## config.mk

```make
export PLATFORM = sky130hd
export DESIGN_NAME = secr_regs
export DESIGN_NICKNAME = d
export VERILOG_FILES = /design/src/verilog/secr_pkg.sv /design/src/verilog/secr_regs.sv
export SDC_FILE = /design/constraint.sdc
export NUM_CORES = 1
export LEC_CHECK = 0
export BUFFER_PORTS_ARGS = -buffer_cell sky130_fd_sc_hd__buf_2
export CAP_MARGIN = 20
export CORE_MARGIN = 3
export CORE_UTILIZATION = 55
export CTS_BUF_LIST = sky130_fd_sc_hd__clkbuf_2
export DETAILED_ROUTE_END_ITERATION = 10
export PLACE_DENSITY = 0.73
export SLEW_MARGIN = 10
export SYNTH_ARGS = -nofsm -noshare
export SYNTH_HDL_FRONTEND = slang
export SYNTH_SLANG_ARGS = --single-unit
```

## constraint.sdc

```tcl
create_clock -name clk -period 5.4 [get_ports clk]
set_input_delay 0.54 -clock clk [delete_from_list [all_inputs] [get_ports clk]]
set_output_delay 0.54 -clock clk [all_outputs]
set_load 0.005 [all_outputs]
```

## src/verilog/secr_pkg.sv

```systemverilog
// Package with register map, field positions, reset values and timing counts
package secr_pkg;
  localparam logic [6:0] ADDR_EXT_CFG = 7'h0B;
  localparam logic [6:0] ADDR_RES_LO = 7'h0C;
  localparam logic [6:0] ADDR_RES_HI = 7'h0D;
  localparam logic [6:0] ADDR_EXP_LO = 7'h0E;
  localparam logic [6:0] ADDR_EXP_HI = 7'h0F;
  localparam logic [6:0] ADDR_CFG_BITS = 7'h0A;
  localparam logic [6:0] ADDR_FP_MAX_LO = 7'h1A;
  localparam logic [6:0] ADDR_FP_MAX_HI = 7'h1B;
  localparam logic [6:0] ADDR_SH_MAX_LO = 7'h1E;
  localparam logic [6:0] ADDR_SH_MAX_HI = 7'h1F;
  localparam logic [6:0] ADDR_FW_CMD = 7'h14;
  localparam int BIT_BUSY = 7;
  localparam int BIT_ONE = 3;
  localparam int BIT_PULLUP_DIS = 2;
  localparam int BIT_AGC_DIS = 1;
  localparam int BIT_CONST_RATE = 0;
  localparam int BIT_SYS_TEST = 5;
  localparam logic [7:0] EXT_CFG_RST = 8'h08;
  localparam logic [15:0] EXPOSURE_RST = 16'h0085;
  localparam logic [15:0] FP_MAX_RST = 16'h2EE0;
  localparam logic [15:0] SH_MAX_RST = 16'h2000;
  localparam logic [15:0] SYS_TEST_PASS = 16'hA9D5;
  localparam logic [15:0] CRC_PASS = 16'hBEEF;
  localparam logic [7:0] CRC_START_CMD = 8'hA1;
  localparam int CLK_HZ = 25_000_000;
  localparam int SYS_TEST_MS = 200;
  localparam int SYS_TEST_CYC = SYS_TEST_MS * (CLK_HZ / 1000);
  localparam int CRC_TEST_MS = 7;
  localparam int CRC_TEST_CYC = CRC_TEST_MS * (CLK_HZ / 1000);
  localparam int BUSY_FRAMES = 2;
endpackage

```

## src/verilog/secr_regs.sv

```systemverilog
// Exposure/config register slice behind a four-wire serial port
//
// Behaviour
// RQ1: Busy flag forbids bound writes when one
// RQ2: Host waits two frames after bound write
// RQ3: Pull-up disable bit turns port pull-ups off
// RQ4: AGC disable holds shutter at max bound
// RQ5: Constant rate uses max frame period bound
// RQ6: Self-test result pair reads A9 D5
// RQ7: CRC command yields BE EF result pair
// RQ8: System test started via configuration bits
// RQ9: Shutter read-only, upper byte read first
// RQ10: Shutter evaluated every frame in auto mode; frame ends while a self test or CRC test runs are skipped
// RQ11: Each adjustment changes shutter by one sixteenth
// RQ12: Host should pair AGC off with constant rate
// RQ13: Extended configuration bit three reads one
// RQ14: System test takes about two hundred milliseconds
// RQ15: CRC test command A1, wait 7 ms
`timescale 1ns/1ps
module secr_regs #(
  parameter int SYS_TEST_CYCLES = secr_pkg::SYS_TEST_CYC,
  parameter int CRC_TEST_CYCLES = secr_pkg::CRC_TEST_CYC
) (
  input wire logic clk, // Core clock, 25 MHz
  input wire logic rst, // Synchronous reset, active high
  input wire logic sclkPin, // Serial clock from host
  input wire logic mosiPin, // Serial data from host
  input wire logic chipSelectN, // Chip select, active low
  output logic misoOut, // Serial data to host
  output logic misoOe, // MISO drive enable
  output logic pullupEnable, // Pull-up current sources on
  input wire logic frameTick, // One-cycle pulse at each frame end
  input wire logic [1:0] pixelLevel, // 0 too dark, 1 ok, 2 too bright
  input wire logic [15:0] autoFramePeriod, // Frame period from auto rate control
  output logic [15:0] framePeriod, // Frame period in use
  output logic [15:0] exposure, // Shutter value in use
  output logic testActive // Self test or CRC test running
);
  // Serial input synchronisers
  // Reset presets the idle levels, so no false edge follows reset
  logic [1:0] sclkSync_q;
  logic [1:0] mosiSync_q;
  logic [1:0] csSync_q;
  logic sclkPrev_q;
  always_ff @(posedge clk) begin
    if (rst) begin
      sclkSync_q <= 2'b11;
      mosiSync_q <= 2'b00;
      csSync_q <= 2'b11;
      sclkPrev_q <= 1'b1;
    end else begin
      sclkSync_q <= {sclkSync_q[0], sclkPin};
      mosiSync_q <= {mosiSync_q[0], mosiPin};
      csSync_q <= {csSync_q[0], chipSelectN};
      sclkPrev_q <= sclkSync_q[1];
    end
  end
  wire logic csActive = ~csSync_q[1];
  wire logic sclkRise = csActive & sclkSync_q[1] & ~sclkPrev_q;
  wire logic sclkFall = csActive & ~sclkSync_q[1] & sclkPrev_q;

  // Serial frame: bit 7 of first byte is write flag, 7-bit address, then data byte
  logic [3:0] bitCnt_q;
  logic phaseData_q;
  logic isWrite_q;
  logic [6:0] addr_q;
  logic [7:0] shiftIn_q;
  logic [7:0] shiftOut_q;
  logic wrStrobe_q;
  logic [7:0] wrData_q;
  logic rdStrobe_q;
  logic [7:0] readByte;

  always_ff @(posedge clk) begin
    // Dropping chip select abandons a half-shifted frame
    if (rst || !csActive) begin
      bitCnt_q <= 4'h0;
      phaseData_q <= 1'b0;
      isWrite_q <= 1'b0;
      addr_q <= 7'h00;
      shiftIn_q <= 8'h00;
      wrStrobe_q <= 1'b0;
      wrData_q <= 8'h00;
      rdStrobe_q <= 1'b0;
    end else begin
      wrStrobe_q <= 1'b0;
      rdStrobe_q <= 1'b0;
      if (sclkRise) begin
        shiftIn_q <= {shiftIn_q[6:0], mosiSync_q[1]};
        if (bitCnt_q == 4'h7) begin
          bitCnt_q <= 4'h0;
          if (!phaseData_q) begin
            phaseData_q <= 1'b1;
            isWrite_q <= shiftIn_q[6];
            addr_q <= {shiftIn_q[5:0], mosiSync_q[1]};
            rdStrobe_q <= ~shiftIn_q[6];
          end else begin
            phaseData_q <= 1'b0;
            wrStrobe_q <= isWrite_q;
            wrData_q <= {shiftIn_q[6:0], mosiSync_q[1]};
          end
        end else begin
          bitCnt_q <= bitCnt_q + 4'h1;
        end
      end
    end
  end

  always_ff @(posedge clk) begin
    if (rst) begin
      shiftOut_q <= 8'h00;
      misoOut <= 1'b0;
      misoOe <= 1'b0;
    end else begin
      // Data out is driven only during the data byte of a read
      misoOe <= csActive & phaseData_q & ~isWrite_q;
      if (rdStrobe_q) begin
        shiftOut_q <= readByte;
        misoOut <= readByte[7];
      end else if (sclkFall && phaseData_q) begin
        // Each fall launches the next bit, MSB first, for the host to take on the following rise
        shiftOut_q <= {shiftOut_q[6:0], 1'b0};
        misoOut <= shiftOut_q[7];
      end
    end
  end

  // Register storage
  // Only the three writable configuration bits are stored
  logic [2:0] extCfg_q;
  logic [15:0] fpMax_q;
  logic [15:0] shMax_q;
  logic [15:0] result_q;
  logic [15:0] exposure_q;
  logic [7:0] exposureLoLatch_q;
  logic [1:0] busyFrames_q;
  logic [31:0] testCnt_q;
  logic sysTest_q;
  logic crcTest_q;

  function automatic logic hit(input logic [6:0] a, input logic [6:0] ref_addr);
    hit = (a == ref_addr);
  endfunction

  // Register write decodes
  wire logic wrExt = wrStrobe_q & hit(addr_q, secr_pkg::ADDR_EXT_CFG);

  // Bound register decodes, shared by the write and busy logic
  wire logic hitFpLo = hit(addr_q, secr_pkg::ADDR_FP_MAX_LO);
  wire logic hitFpHi = hit(addr_q, secr_pkg::ADDR_FP_MAX_HI);
  wire logic hitShLo = hit(addr_q, secr_pkg::ADDR_SH_MAX_LO);
  wire logic hitShHi = hit(addr_q, secr_pkg::ADDR_SH_MAX_HI);
  wire logic wrBound = wrStrobe_q & (hitFpLo | hitFpHi | hitShLo | hitShHi);

  // Last cycle of the system test; the test wipes the register settings
  wire logic sysDone = sysTest_q & (testCnt_q == 32'h0000_0001);

  always_ff @(posedge clk) begin
    if (rst) begin
      extCfg_q <= secr_pkg::EXT_CFG_RST[2:0];
    end else if (sysDone) begin
      extCfg_q <= secr_pkg::EXT_CFG_RST[2:0]; // see RQ8
    end else if (wrExt) begin
      extCfg_q <= wrData_q[2:0];
    end
  end

  // Bound registers; writes ignored while busy
  always_ff @(posedge clk) begin
    if (rst) begin
      fpMax_q <= secr_pkg::FP_MAX_RST;
      shMax_q <= secr_pkg::SH_MAX_RST;
    end else if (sysDone) begin
      fpMax_q <= secr_pkg::FP_MAX_RST; // see RQ8
      shMax_q <= secr_pkg::SH_MAX_RST;
    end else if (wrBound && busyFrames_q == 2'd0) begin // see RQ2
      if (hitFpLo) fpMax_q[7:0] <= wrData_q;
      if (hitFpHi) fpMax_q[15:8] <= wrData_q;
      if (hitShLo) shMax_q[7:0] <= wrData_q;
      if (hitShHi) shMax_q[15:8] <= wrData_q;
    end
  end

  // Busy stays up for two frame ends after the upper max frame period write
  always_ff @(posedge clk) begin
    if (rst) begin
      busyFrames_q <= 2'd0;
    end else if (sysDone) begin
      busyFrames_q <= 2'd0; // see RQ8
    end else if (wrStrobe_q && hitFpHi && busyFrames_q == 2'd0) begin
      busyFrames_q <= 2'(secr_pkg::BUSY_FRAMES); // see RQ1
    end else if (frameTick && busyFrames_q != 2'd0) begin
      busyFrames_q <= busyFrames_q - 2'd1;
    end
  end

  // Self test and CRC test sequencing
  // A start while either test runs is ignored; the host keeps off the port meanwhile
  always_ff @(posedge clk) begin
    if (rst) begin
      sysTest_q <= 1'b0;
      crcTest_q <= 1'b0;
      testCnt_q <= 32'h0000_0000;
      result_q <= 16'h0000;
    end else if (sysTest_q || crcTest_q) begin
      if (testCnt_q == 32'h0000_0001) begin
        sysTest_q <= 1'b0;
        crcTest_q <= 1'b0;
        // Results appear only once the test has run its full length
        result_q <= sysTest_q ? secr_pkg::SYS_TEST_PASS : secr_pkg::CRC_PASS; // see RQ6 RQ7
      end
      testCnt_q <= testCnt_q - 32'h0000_0001;
    end else if (wrStrobe_q && hit(addr_q, secr_pkg::ADDR_CFG_BITS) && wrData_q[secr_pkg::BIT_SYS_TEST]) begin
      sysTest_q <= 1'b1; // see RQ8
      testCnt_q <= 32'(SYS_TEST_CYCLES); // see RQ14
    end else if (wrStrobe_q && hit(addr_q, secr_pkg::ADDR_FW_CMD) && wrData_q == secr_pkg::CRC_START_CMD) begin
      crcTest_q <= 1'b1; // see RQ15
      testCnt_q <= 32'(CRC_TEST_CYCLES);
    end
  end

  // Automatic exposure: step by one sixteenth per frame, or hold the bound
  logic [15:0] expStep;
  logic [15:0] exposure_d;
  always_comb begin
    expStep = (exposure_q[15:4] == 12'h000) ? 16'h0001 : {4'h0, exposure_q[15:4]};
    exposure_d = exposure_q;
    if (extCfg_q[secr_pkg::BIT_AGC_DIS]) begin
      exposure_d = shMax_q; // see RQ4
    end else if (frameTick && !testActive) begin // see RQ10
      case (pixelLevel)
        2'd0: begin
          // Brighten, but never past the shutter bound
          if (shMax_q >= expStep && exposure_q <= shMax_q - expStep) begin
            exposure_d = exposure_q + expStep; // see RQ11
          end else begin
            exposure_d = shMax_q;
          end
        end
        2'd2: begin
          // Darken, keeping the shutter above zero
          if (exposure_q > expStep) begin
            exposure_d = exposure_q - expStep; // see RQ11
          end
        end
        default: begin
          exposure_d = exposure_q;
        end
      endcase
    end
  end

  always_ff @(posedge clk) begin
    if (rst) begin
      exposure_q <= secr_pkg::EXPOSURE_RST;
    end else begin
      exposure_q <= exposure_d;
    end
  end

  // Upper byte read latches the lower byte so the pair is coherent
  always_ff @(posedge clk) begin
    if (rst) begin
      exposureLoLatch_q <= secr_pkg::EXPOSURE_RST[7:0];
    end else if (rdStrobe_q && hit(addr_q, secr_pkg::ADDR_EXP_HI)) begin
      exposureLoLatch_q <= exposure_q[7:0]; // see RQ9
    end
  end

  always_comb begin
    // Reserved and unmapped bits read as zero
    readByte = 8'h00;
    case (addr_q)
      secr_pkg::ADDR_EXT_CFG: begin
        readByte[secr_pkg::BIT_BUSY] = (busyFrames_q != 2'd0); // see RQ1
        readByte[secr_pkg::BIT_ONE] = 1'b1; // see RQ13
        readByte[2:0] = extCfg_q;
      end
      secr_pkg::ADDR_RES_LO: readByte = result_q[7:0];
      secr_pkg::ADDR_RES_HI: readByte = result_q[15:8];
      secr_pkg::ADDR_EXP_LO: readByte = exposureLoLatch_q;
      secr_pkg::ADDR_EXP_HI: readByte = exposure_q[15:8];
      default: readByte = 8'h00;
    endcase
  end

  // Outputs from flip-flops
  always_ff @(posedge clk) begin
    if (rst) begin
      pullupEnable <= 1'b1;
      framePeriod <= secr_pkg::FP_MAX_RST;
      exposure <= secr_pkg::EXPOSURE_RST;
      testActive <= 1'b0;
    end else begin
      // Pull-up sources stay on unless the disable bit is set
      pullupEnable <= ~extCfg_q[secr_pkg::BIT_PULLUP_DIS]; // see RQ3
      framePeriod <= extCfg_q[secr_pkg::BIT_CONST_RATE] ? fpMax_q : autoFramePeriod; // see RQ5
      exposure <= exposure_q;
      testActive <= sysTest_q | crcTest_q;
    end
  end
endmodule

```

# After elaboration in Yosys (flattened, before gate mapping)
# Index checks and enable logic that the tools add are counted.
word_totals:
  reg_bits: 192
  input_bits: 24
  output_inout_bits: 36
  wordCells: 150
op_classes:
  addsub: 6
  order_cmp: 3
  eq_ne: 18
  n_mux: 28
  n_bitwise: 22
  reduce_logical: 41
ops:
  columns: ["cell", "count"]
  rows:
  - ["two-way mux 32 bit", 3]
  - ["two-way mux 16 bit", 5]
  - ["equality test 7 x 4 -> 1 bit, second input constant", 6]
  - ["equality test 7 x 5 -> 1 bit, second input constant", 5]
  - ["equality test 32 x 1 -> 1 bit, second input constant", 1]
  - ["one-hot mux 16 bit (2 select lines)", 1]
  - ["subtractor 16 x 12 -> 16 bit", 2]
  - ["subtractor 32 x 1 -> 32 bit, second input constant", 1]
  - ["one-hot mux 4 bit (5 select lines)", 1]
  - ["adder 16 x 12 -> 16 bit", 1]
  - ["greater-or-equal comparator 16 x 12 -> 1 bit", 1]
  - ["> comparator 16 x 12 -> 1 bit", 1]
  - ["less-or-equal comparator 16 bit", 1]
  - ["two-way mux 8 bit", 2]
  - ["AND reduction 2 bit", 7]
  - ["two-way mux 13 bit", 1]
  - ["logical AND 1 bit", 12]
  - ["logical NOT 12 bit", 1]
  - ["two-way mux 12 bit", 1]
  - ["one-hot mux 3 bit (4 select lines)", 1]
  - ["AND reduction 3 bit", 4]
  - ["nonzero test 2 bit", 6]
  - ["AND 1 bit", 9]
  - ["two-way mux 1 bit", 9]
  - ["20 further kinds", 36]

# Longest topological paths before layout
# Gate-level depths: netlist (run 1).
depth:
  depth_word: 9
  ltp_mapped: 23
  depth_no_buf: 21

# Worst setup path after synthesis (run 1)
# OpenSTA, ideal clock, no wires.
synth_timing:
  path_kind: "register -> register"
  startpoint: "register exposure_q[12]"
  endpoint: "register exposure_q[2]"
  arrival_ns: 4.783
  required_ns: 5.283
  path_slack_ns: 0.500
  stages_incl_launch_ff: 23
  path_buffers: 2
  synth_period_minus_slack_ns: 4.900
  cell_sequence: "dfxtp_1 > clkbuf_1 > or3_1 > nor2_1 > a31o_2 > ha_1 > inv_1 > fa_1 > nand3_1 > nand2_1 > a21o_1 > a21oi_1 > xor2_1 > ha_1 > a21o_1 > a2111oi_0 > nor4_1 > o41ai_1 > nand2_1 > a21oi_1 > clkbuf_1 > o21ai_0 > o22a_1"
synth_between:
  elab_chain_cells: 9
  elab_cells_between_ends: 16
  classes_between: "add/sub (3); order compare (3); eq/ne (1); mux (6); reduce/logical (3)"
synth_lines:
  columns: ["element", "line", "rtl"]
  rows:
  - ["from (decl)", "secr_regs.sv:134", "logic [15:0] exposure_q;"]
  - ["from (signal assigned)", "secr_regs.sv:255", "exposure_q <= secr_pkg::EXPOSURE_RST;"]
  - ["from (signal assigned)", "secr_regs.sv:257", "exposure_q <= exposure_d;"]
  - ["logical NOT 12 bit", "secr_regs.sv:226", "expStep = (exposure_q[15:4] == 12'h000) ? 16'h0001 : {4'h0, exposure_q[15:4]};"]
  - ["two-way mux 12 bit", "secr_regs.sv:226", null]
  - ["subtractor 16 x 12 -> 16 bit", "secr_regs.sv:234", "if (shMax_q >= expStep && exposure_q <= shMax_q - expStep) begin"]
  - ["less-or-equal comparator 16 bit", "secr_regs.sv:234", null]
  - ["logical AND 1 bit", "secr_regs.sv:234", null]
  - ["two-way mux 16 bit", "secr_regs.sv:234", null]
  - ["one-hot mux 16 bit (2 select lines)", "secr_regs.sv:231", "case (pixelLevel)"]
  - ["two-way mux 16 bit", "secr_regs.sv:230", "end else if (frameTick && !testActive) begin"]
  - ["two-way mux 16 bit", "secr_regs.sv:228", "if (extCfg_q[secr_pkg::BIT_AGC_DIS]) begin"]
# Several ways; a longest one is shown, not always the timed one. The select of a mux whose other input is x is not followed.
# A chain may end at the register's enable or synchronous reset.

# Final worst setup path (run 1)
layout_timing:
  startpoint: "register exposure_q[14]"
  endpoint: "register exposure_q[4]"
# The elaborated chain is that of the path after synthesis.

==> impl_metrics.csv, run 1 <==
group,metric,value,unit
timing,hold_ws,0.262,ns
detailed_routing,via_per_inst,5.86,
floorplan,fp.dieArea,19200,sq um
setup_path,worst-path-max-fanout,9,
timing,tightestPinTransition,1.06,ns
floorplan,fp-row-count,47,
synth,synthFlopType,"dfxtp_1",
clock_network,cts_max_path_buffers,2,
global_routing,grt.overflow.total,0,
clock_network,cts_tree,"yes",
global_routing,antenna_found_initial,1,
synth,synth_cells,1145,
pwr,power,2600,uW
synth,ys_seq_elements,179,
pwr,peakVddDrop,163,uV
clock_network,clk_pin_slew_worst_paths,0.31,ns
timing,fin_tns_setup,0,ns
timing,finalSetupViolCount,0,
detailed_routing,num_vias,8364,
synth,synth.most_common_cell,"dfxtp_1",
setup_path,cp-start-kind,"flip-flop",
clock_network,clock-sinks,179,
floorplan,coreArea,16900,sq um
detailed_routing,wl,24600,microns
setup_path,crit_path_max_incr_delay,0.44,ns
synth,avgSynthCellArea,8.45,sq um
pwr,power_frac_clock,0.272,
synth,ys_seq_area_frac,0.370,
pwr,p_int,1760,uW
cells_and_area,drive_gt1_frac,0.123,
setup_path,worstSetupPathType,"reg -> reg",
placement,port_buffers,59,
setup_path,slowest_stage,"dfxtp_1",
synth,synth_nets,1228,
detailed_routing,routedWlPerCell,17.2,microns
synth,async_reset_ff_frac,0,
synth,synth_top_area_cell,"dfxtp_1",
pwr,power_frac_seq,0.528,
floorplan,num_io_pins,60,
global_routing,grt_first_pass_wirelength,40300,microns
synth,synth_edf_count,0,
hold_path,hp-class,"in -> reg",
clock_network,cts-root-buf,"clkbuf_2",
detailed_routing,drt_iter0_markers,751,
timing,slew_violations,0,
pwr,combPwrFrac,0.199,
floorplan,start_util,0.573,
setup_path,cp-end-kind,"flip-flop",
floorplan,die_h,139,microns
placement,placed_cell_area,10100,sq um
pwr,leakage,0.00439,uW
global_routing,grt_util_all_layers,0.254,
synth,yosys_warnings,0,
setup_path,cp_cell_sequence,"or3_1 > nor2_2 > a31o_2 > ha_1 > inv_1 > fa_1 > nand3_1 > nand2_1 > a21o_1 > a21oi_1 > xor2_1 > ha_1 > a21o_1 > a2111oi_1 > nor4_1 > o41ai_2 > and2_2 > nand2_1 > o221a_2 > a211oi_1",
clock_network,cts_buffers,17,
status,status,"finished clean",
pwr,powerDensity,246,nW/um^2
synth,synthesis.area,9680,sq um
timing,max_freq,0.195,GHz
cells_and_area,utilization,0.626,
flow_run,maxCapViolCount,0,
setup_path,arrival,5.79,ns
placement,dpl.hpwl,17600,microns
detailed_routing,route.detailed.drc,0,
global_routing,grt_pass1_vias,7788,
synth,yosysTopAreaCellShare,0.370,
detailed_routing,dr.pass1.iters,5,
clock_network,htreeDepth,4,
synth,synthDistinctLibCells,74,
setup_path,required,6.07,ns
timing,fin_skew,0.0475,ns
detailed_routing,ant_nets,0,
timing,max-slew-margin-rel,0.291,
clock_network,worstSkewPairLatency,0.77,ns
pwr,switching_share,0.323,
timing,finalCritPeriodShare,0.948,
global_routing,grt_max_degree,78,
timing,hold_viol_final,0,
setup_path,cpLargestDelayFamily,"compound AO/OA/AOI/OAI gates",
synth,netlist_top_cells_count,"dfxtp_1, nor2_1, a21oi_1",
setup_path,worst-path-buf-inv,1,
floorplan,die_w,139,microns
timing,fin_crit,5.12,ns
placement,routabilityCongestion,0.968,
cells_and_area,fin_area,10600,sq um
cells_and_area,final_net_count,1277,
pwr,power_switching,840,uW
cells_and_area,syn2layout_area_growth,9.17,%
synth,synth_area_leaders,"dfxtp_1, mux2i_1, ha_1",
==> state kept, by name (all words and copies together), names as in the netlist, 3 cells and up <==
signal / cells
addr_q: 7
bitCnt_q: 4
exposure: 16
exposureLoLatch_q: 8
exposure_q: 16
extCfg_q: 3
fpMax_q: 16
framePeriod: 16
result_q: 3
shMax_q: 16
shiftIn_q: 7
shiftOut_q: 8
testCnt_q: 32
wrData_q: 8
==> layer usage <==
layer | global-route usage | part of all wire | vias up
met5 | 0 | 0 | -
met4 | 0.0716 | 0.021 | 0
met3 | 0.0438 | 0.060 | 38
met2 | 0.406 | 0.46 | 276
met1 | 0.356 | 0.46 | 3889
li1 | - | - | 4161
==> per-stage QoR <==
step / worst slack (ns) / instances
2_1_floorplan: 0.500 / 1145
3_3_place_gp: 0.279 / 1372
3_5_place_dp: 0.106 / 1372
4_1_cts: 0.0821 / 1426
5_1_grt: -0.0270 / 1428
6_report: 0.280 / 1428
==> logic make-up (layout without fill, tap and decap cells) <==
family,count (synthesis),count (layout),share of synthesized area
flops,179,179,0.370
fa+ha+maj,59,59,0.0786
buf+inv,123,185,0.0530
xor+xnor,33,33,0.0299
mux,82,82,0.0914
compound gates,262,262,0.175
other cells,0,1,0
simple gates,407,407,0.202
==> power groups by stage <==
stage	Sequential, uW	Combinational (uW)	Clock (uW)
after floorplan	1390	356	0
after global placement	1400	488	0
after detailed placement	1400	488	0
after CTS	1370	505	728
after global routing	1380	571	786
final	1370	518	707
==> placed cells by master, fill, tap and decap left out, drive strengths merged, types with 9 or more instances in the layout <==
cell type      n
a21o           9
nor2b         19
nor2         152
mux2i         76
nand2         96
or2           12
a211oi        12
a31oi         11
o31ai          9
or3           14
nand4         12
a21oi         99
dfxtp        179
nand3         26
nor3          25
xnor2         27
o21ai         39
buf           75
inv           64
dlygate4sd3   22
a311oi        12
clkbuf        17
ha            56
==> tightest hold or removal path, cell delays in order <==
cell	delay, ns
buf_2	0.14
nor2b_1	0.17
xnor2_1	0.13
nor3_1	0.04
==> area by class of cell <==
type                    instances  area [sq um]
multi-input cells             843          5610
repair buffers                 97           636
diodes                          1          2.50
fillers                      1483          6310
clock buffers                  17          85.1
flip-flops and latches        179          3580
inverters                      56           210
well taps                     220           275
clock inverters                15           166
==> worst paths after layout <==
| kind | startpoint | to | slack, ns | cells after the start |
|---|---|---|---|---|
| setup reg to reg | exposure_q[14] | exposure_q[4] | 0.28 | 20 |
| setup / recovery | exposure_q[14] | exposure_q[4] | 0.28 | 20 |
| hold reg to reg | csSync_q[0] | csSync_q[1] | 0.45 | 1 |
| hold / removal | frameTick | busyFrames_q[0] | 0.26 | 4 |
==> timing repair <==
| item | in CTS | in global routing |
|---|---|---|
| hold buffers | 22 | 0 |
| cloned | 0 | 0 |
| pin swaps | 0 | 1 |
| setup endpoints to repair | 1 | 15 |
| endpoints found under the hold margin | 21 | 0 |
| gates resized for setup | 1 | 5 |
| setup buffers | 0 | 1 |
Note: power is estimated with default switching activity, not from simulation.
==> run 2: changes to the inputs <==
Settings changed: PLACE_DENSITY 0.73 to 0.81.
==> run 2 against run 1 <==
Compared with the run above:
- via count rose by 3.5%
- highest routed layer unchanged
- power rose by 2.7%
- critical endpoint is now exposure_q[0]
- first-iteration DRC count is 31% higher
==> impl_metrics.csv, run 2 (synthesis gave the netlist of run 1 again) <==
group,metric,value,unit
placement,dpl.hpwl,18400,microns
timing,tightestPinTransition,1.03,ns
timing,hold_viol_final,0,
global_routing,grt_first_pass_wirelength,42300,microns
floorplan,die_w,139,microns
pwr,peakVddDrop,203,uV
pwr,leakage,0.00440,uW
status,status,"finished clean",
detailed_routing,drt_iter0_markers,984,
pwr,powerDensity,252,nW/um^2
timing,slew_violations,0,
setup_path,cp_cell_sequence,"or3_1 > nor2_1 > a31o_2 > ha_1 > nor2b_1 > o21ai_0 > a21oi_1 > o221ai_2 > o21ai_0 > o31a_1 > nor3_1 > xnor2_1 > ha_1 > nand4_1 > nor4_2 > a21boi_0 > o41ai_2 > nand2_1 > a21oi_1 > buf_4 > mux2_2 > o21ai_0",
detailed_routing,dr.pass1.iters,5,
setup_path,worst-path-max-fanout,12,
hold_path,hp-class,"in -> reg",
clock_network,htreeDepth,4,
detailed_routing,wl,26100,microns
cells_and_area,layout_commonest_cell,"dfxtp_1",
global_routing,grt_util_all_layers,0.265,
detailed_routing,route.detailed.drc,0,
timing,fin_crit,5.04,ns
cells_and_area,syn2layout_area_growth,9.48,%
clock_network,clk_pin_slew_worst_paths,0.29,ns
floorplan,fp-row-count,47,
placement,routabilityCongestion,0.992,
clock_network,clock-sinks,179,
setup_path,cpMostUsedCell,"o21ai_0",
clock_network,cts-root-buf,"clkbuf_2",
setup_path,cp-start-kind,"flip-flop",
floorplan,num_io_pins,60,
timing,fin_skew,0.0651,ns
setup_path,slowest_stage,"or3_1",
cells_and_area,largest_register_ffs,32,
clock_network,worstSkewPairLatency,0.79,ns
setup_path,worstSetupPathType,"reg -> reg",
detailed_routing,routedWlPerCell,18.3,microns
timing,finalCritPeriodShare,0.933,
cells_and_area,final_net_count,1275,
detailed_routing,num_vias,8658,
setup_path,required,6.09,ns
clock_network,cts_max_path_buffers,2,
timing,max-slew-margin-rel,0.309,
timing,finalSetupViolCount,0,
flow_run,maxCapViolCount,0,
floorplan,fp.dieArea,19200,sq um
floorplan,die_h,139,microns
cells_and_area,layout_common_cells,"dfxtp_1, nor2_1, a21oi_1",
setup_path,crit_path_max_incr_delay,0.42,ns
timing,hold_ws,0.0992,ns
global_routing,grt.overflow.total,0,
detailed_routing,via_per_inst,6.07,
setup_path,arrival,5.73,ns
cells_and_area,drive_gt1_frac,0.123,
global_routing,grt_pass1_vias,8084,
detailed_routing,ant_nets,0,
timing,fin_tns_setup,0,ns
timing,max_freq,0.198,GHz
global_routing,grt_max_degree,78,
setup_path,cp-end-kind,"flip-flop",
floorplan,coreArea,16900,sq um
clock_network,cts_buffers,17,
placement,port_buffers,59,
cells_and_area,largest_register,"testCnt_q",
global_routing,antenna_found_initial,1,
floorplan,start_util,0.573,
clock_network,cts_tree,"yes",
[run 2: critical path, delay by kind of cell, from the launching register on]
kind	cells	cell delay, ns
AOI/OAI and AO/OA	10	2.15
and+or+nand+nor	7	1.27
adders and majority gates	2	0.45
DFF	1	0.38
muxes	1	0.35
buffers and inverters	1	0.24
xor gates and xnor gates	1	0.15
[run 2: worst paths after layout]
check / end / from / cells past startpoint / slack, ns
worst min-delay path: sclkPrev_q / rst / 2 / 0.1
worst min register to register: csSync_q[1] / csSync_q[0] / 1 / 0.45
worst max-delay path: exposure_q[0] / exposure_q[12] / 22 / 0.36
worst max register to register: exposure_q[0] / exposure_q[12] / 22 / 0.36
[run 2: report_power, final]
part	total [uW]	switching [uW]	leakage (uW)	internal [uW]
combinational	525	310	0.00278	215
clock	769	561	0.000167	208
sequential	1380	22.6	0.00145	1350
[run 2: cell type report]
cell class	instances	area (sq um)
inverter	56	210
multi-input combinational	843	5600
sequential	179	3580
antenna	1	2.50
clock buffer	17	85.1
clock inverter	15	210
timing repair buffer	95	626
fill	1419	6280
tap	220	275
[run 2: routing by layer]
layer / global-route usage / part of all wire
met1: 0.369 / 0.44
met2: 0.425 / 0.46
met3: 0.0438 / 0.072
met4: 0.0793 / 0.023
met5: 0 / 0
[run 2: what timing repair did]
item | in CTS | in global routing
hold buffers | 19 | 0
setup endpoints to repair | 0 | 16
buffers inserted | 0 | 1
resized for setup | 0 | 4
endpoints found under the hold margin | 19 | 0
[run 2: metrics by stage]
step / setup slack [ns] / instances / total power [uW] / utilization / cell area, sq um
final: 0.360 / 1426 / 2670 / 0.628 / 10600
after global routing: -0.0235 / 1426 / 2780 / 0.628 / 10600
after CTS: 0.176 / 1422 / 2660 / 0.624 / 10500
after detailed placement: 0.223 / 1371 / 1890 / 0.596 / 10100
after global placement: 0.341 / 1371 / 1880 / 0.596 / 10100
after floorplan: 0.500 / 1145 / 1750 / - / 9680
==> run 3: changes to the inputs <==
Settings changed: CTS_BUF_LIST sky130_fd_sc_hd__clkbuf_2 to sky130_fd_sc_hd__clkbuf_8.
==> run 3 against run 2 <==
Compared with the run above:
- setup slack worse by 0.052 ns
- combinational power is 2% lower
- clock power up 28%
- critical path type unchanged
- critical path depth shrank 1
==> impl_metrics.csv, run 3 (synthesis gave the netlist of run 1 again) <==
group,metric,value,unit
pwr,power,2870,uW
cells_and_area,largest_register,"testCnt_q",
global_routing,grt_pass1_vias,8048,
cells_and_area,layout_common_cells,"dfxtp_1, nor2_1, a21oi_1",
clock_network,cts_buffers,17,
cells_and_area,antennaDiodeCount,0,
setup_path,cp-end-kind,"flip-flop",
setup_path,worstSetupPathType,"reg -> reg",
hold_path,hold_path_depth,2,
placement,port_buffers,59,
timing,slew_violations,0,
flow_run,maxCapViolCount,0,
setup_path,r2r_cells,21,
placement,routabilityCongestion,0.992,
floorplan,die_h,139,microns
floorplan,fp.dieArea,19200,sq um
clock_network,clk_pin_slew_worst_paths,0.10,ns
cells_and_area,syn2layout_area_growth,9.04,%
timing,fin_tns_setup,0,ns
setup_path,cp-start-kind,"flip-flop",
detailed_routing,route.detailed.drc,0,
timing,tightestPinTransition,1.06,ns
hold_path,hp-class,"in -> reg",
detailed_routing,ant_nets,0,
floorplan,fp-row-count,47,
timing,max_freq,0.196,GHz
timing,max-slew-margin-rel,0.295,
timing,finalSetupViolCount,0,
pwr,peakVddDrop,237,uV
cells_and_area,layout_commonest_cell,"dfxtp_1",
clock_network,ctsHoldBuffers,0,
setup_path,arrival,5.49,ns
clock_network,cts-root-buf,"clkbuf_8",
global_routing,antenna_found_initial,0,
timing,hold_viol_final,0,
floorplan,start_util,0.573,
timing,finalCritPeriodShare,0.943,
status,status,"finished clean",
pwr,leakage,0.00437,uW
setup_path,required,5.80,ns
floorplan,die_w,139,microns
detailed_routing,drt_iter0_markers,818,
global_routing,grt.overflow.total,0,
cells_and_area,fin_area,10600,sq um
cells_and_area,utilization,0.625,
global_routing,grt_util_all_layers,0.263,
placement,placed_cell_area,10100,sq um
detailed_routing,wl,25700,microns
clock_network,cts_max_path_buffers,2,
clock_network,clock-sinks,179,
detailed_routing,via_per_inst,6.11,
cells_and_area,final_net_count,1256,
detailed_routing,num_vias,8588,
placement,dpl.hpwl,18400,microns
setup_path,worst-path-max-fanout,12,
floorplan,coreArea,16900,sq um
timing,fin_skew,0.0223,ns
floorplan,num_io_pins,60,
cells_and_area,drive_gt1_frac,0.125,
clock_network,htreeDepth,4,
global_routing,grt_max_degree,78,
cells_and_area,largest_register_ffs,32,
pwr,powerDensity,272,nW/um^2
detailed_routing,routedWlPerCell,18.3,microns
clock_network,worstSkewPairLatency,0.49,ns
detailed_routing,dr.pass1.iters,5,
clock_network,cts_tree,"yes",
timing,fin_crit,5.09,ns
global_routing,grt_first_pass_wirelength,41900,microns
-- run 3: critical path, stage by stage, from the launching register on --
cell and delay, ns:
dfxtp_1 0.37, or3_1 0.38, nor2_1 0.22, a31o_2 0.24, ha_1 0.18, inv_1 0.05
fa_1 0.39, nand3_1 0.13, nand2_1 0.11, a21o_1 0.19, a21oi_1 0.20, xor2_1 0.20
ha_1 0.28, a21o_1 0.17, a2111oi_1 0.39, nor4_1 0.11, o41ai_2 0.39, nand2_1 0.14
a21oi_1 0.17, buf_4 0.24, mux2_2 0.35, o21ai_0 0.13
-- run 3: layout make-up --
class,instances,area [sq um]
fill,1429,6320
multi-input combinational,843,5600
sequential,179,3580
timing repair buffer,76,435
tap,220,275
clock buffer,17,234
clock inverter,15,210
inverter,56,210
-- run 3: through the flow --
stage / setup slack, ns / cells / hold slack, ns
global route: -0.0140 / 1406 / 0.226
finish: 0.308 / 1406 / 0.243
detailed placement: 0.223 / 1371 / 0.395
floorplan: 0.500 / 1145 / 0.371
global placement: 0.341 / 1371 / 0.394
CTS: 0.182 / 1403 / 0.222
-- run 3: worst paths after layout --
path | startpoint | slack (ns) | to
worst min register to register | csSync_q[0] | 0.42 | csSync_q[1]
worst max register to register | exposure_q[14] | 0.31 | exposure_q[0]
worst max-delay path | exposure_q[14] | 0.31 | exposure_q[0]
worst min-delay path | sclkPin | 0.24 | sclkSync_q[0]
-- run 3: power breakdown --
group          switching, uW  total [uW]  internal [uW]
registers               22.5        1370           1340
logic                    308         515            207
clock network            583         985            401
total                    914        2870           1950
-- run 3: repair_timing --
| item | in CTS | in global routing |
|---|---|---|
| setup buffers | 0 | 1 |
| gates resized for setup | 0 | 5 |
| endpoints found under the setup margin | 0 | 16 |
-- run 3: layer usage --
metal / vias to the layer above / wire length, microns / share of wire / track usage
met2: 366 / 11900 / 0.46 / 0.419
li1: 4102 / - / - / -
met4: 0 / 633 / 0.025 / 0.0906
met5: - / 0 / 0 / 0
met1: 4060 / 11300 / 0.44 / 0.363
met3: 60 / 1860 / 0.072 / 0.0466
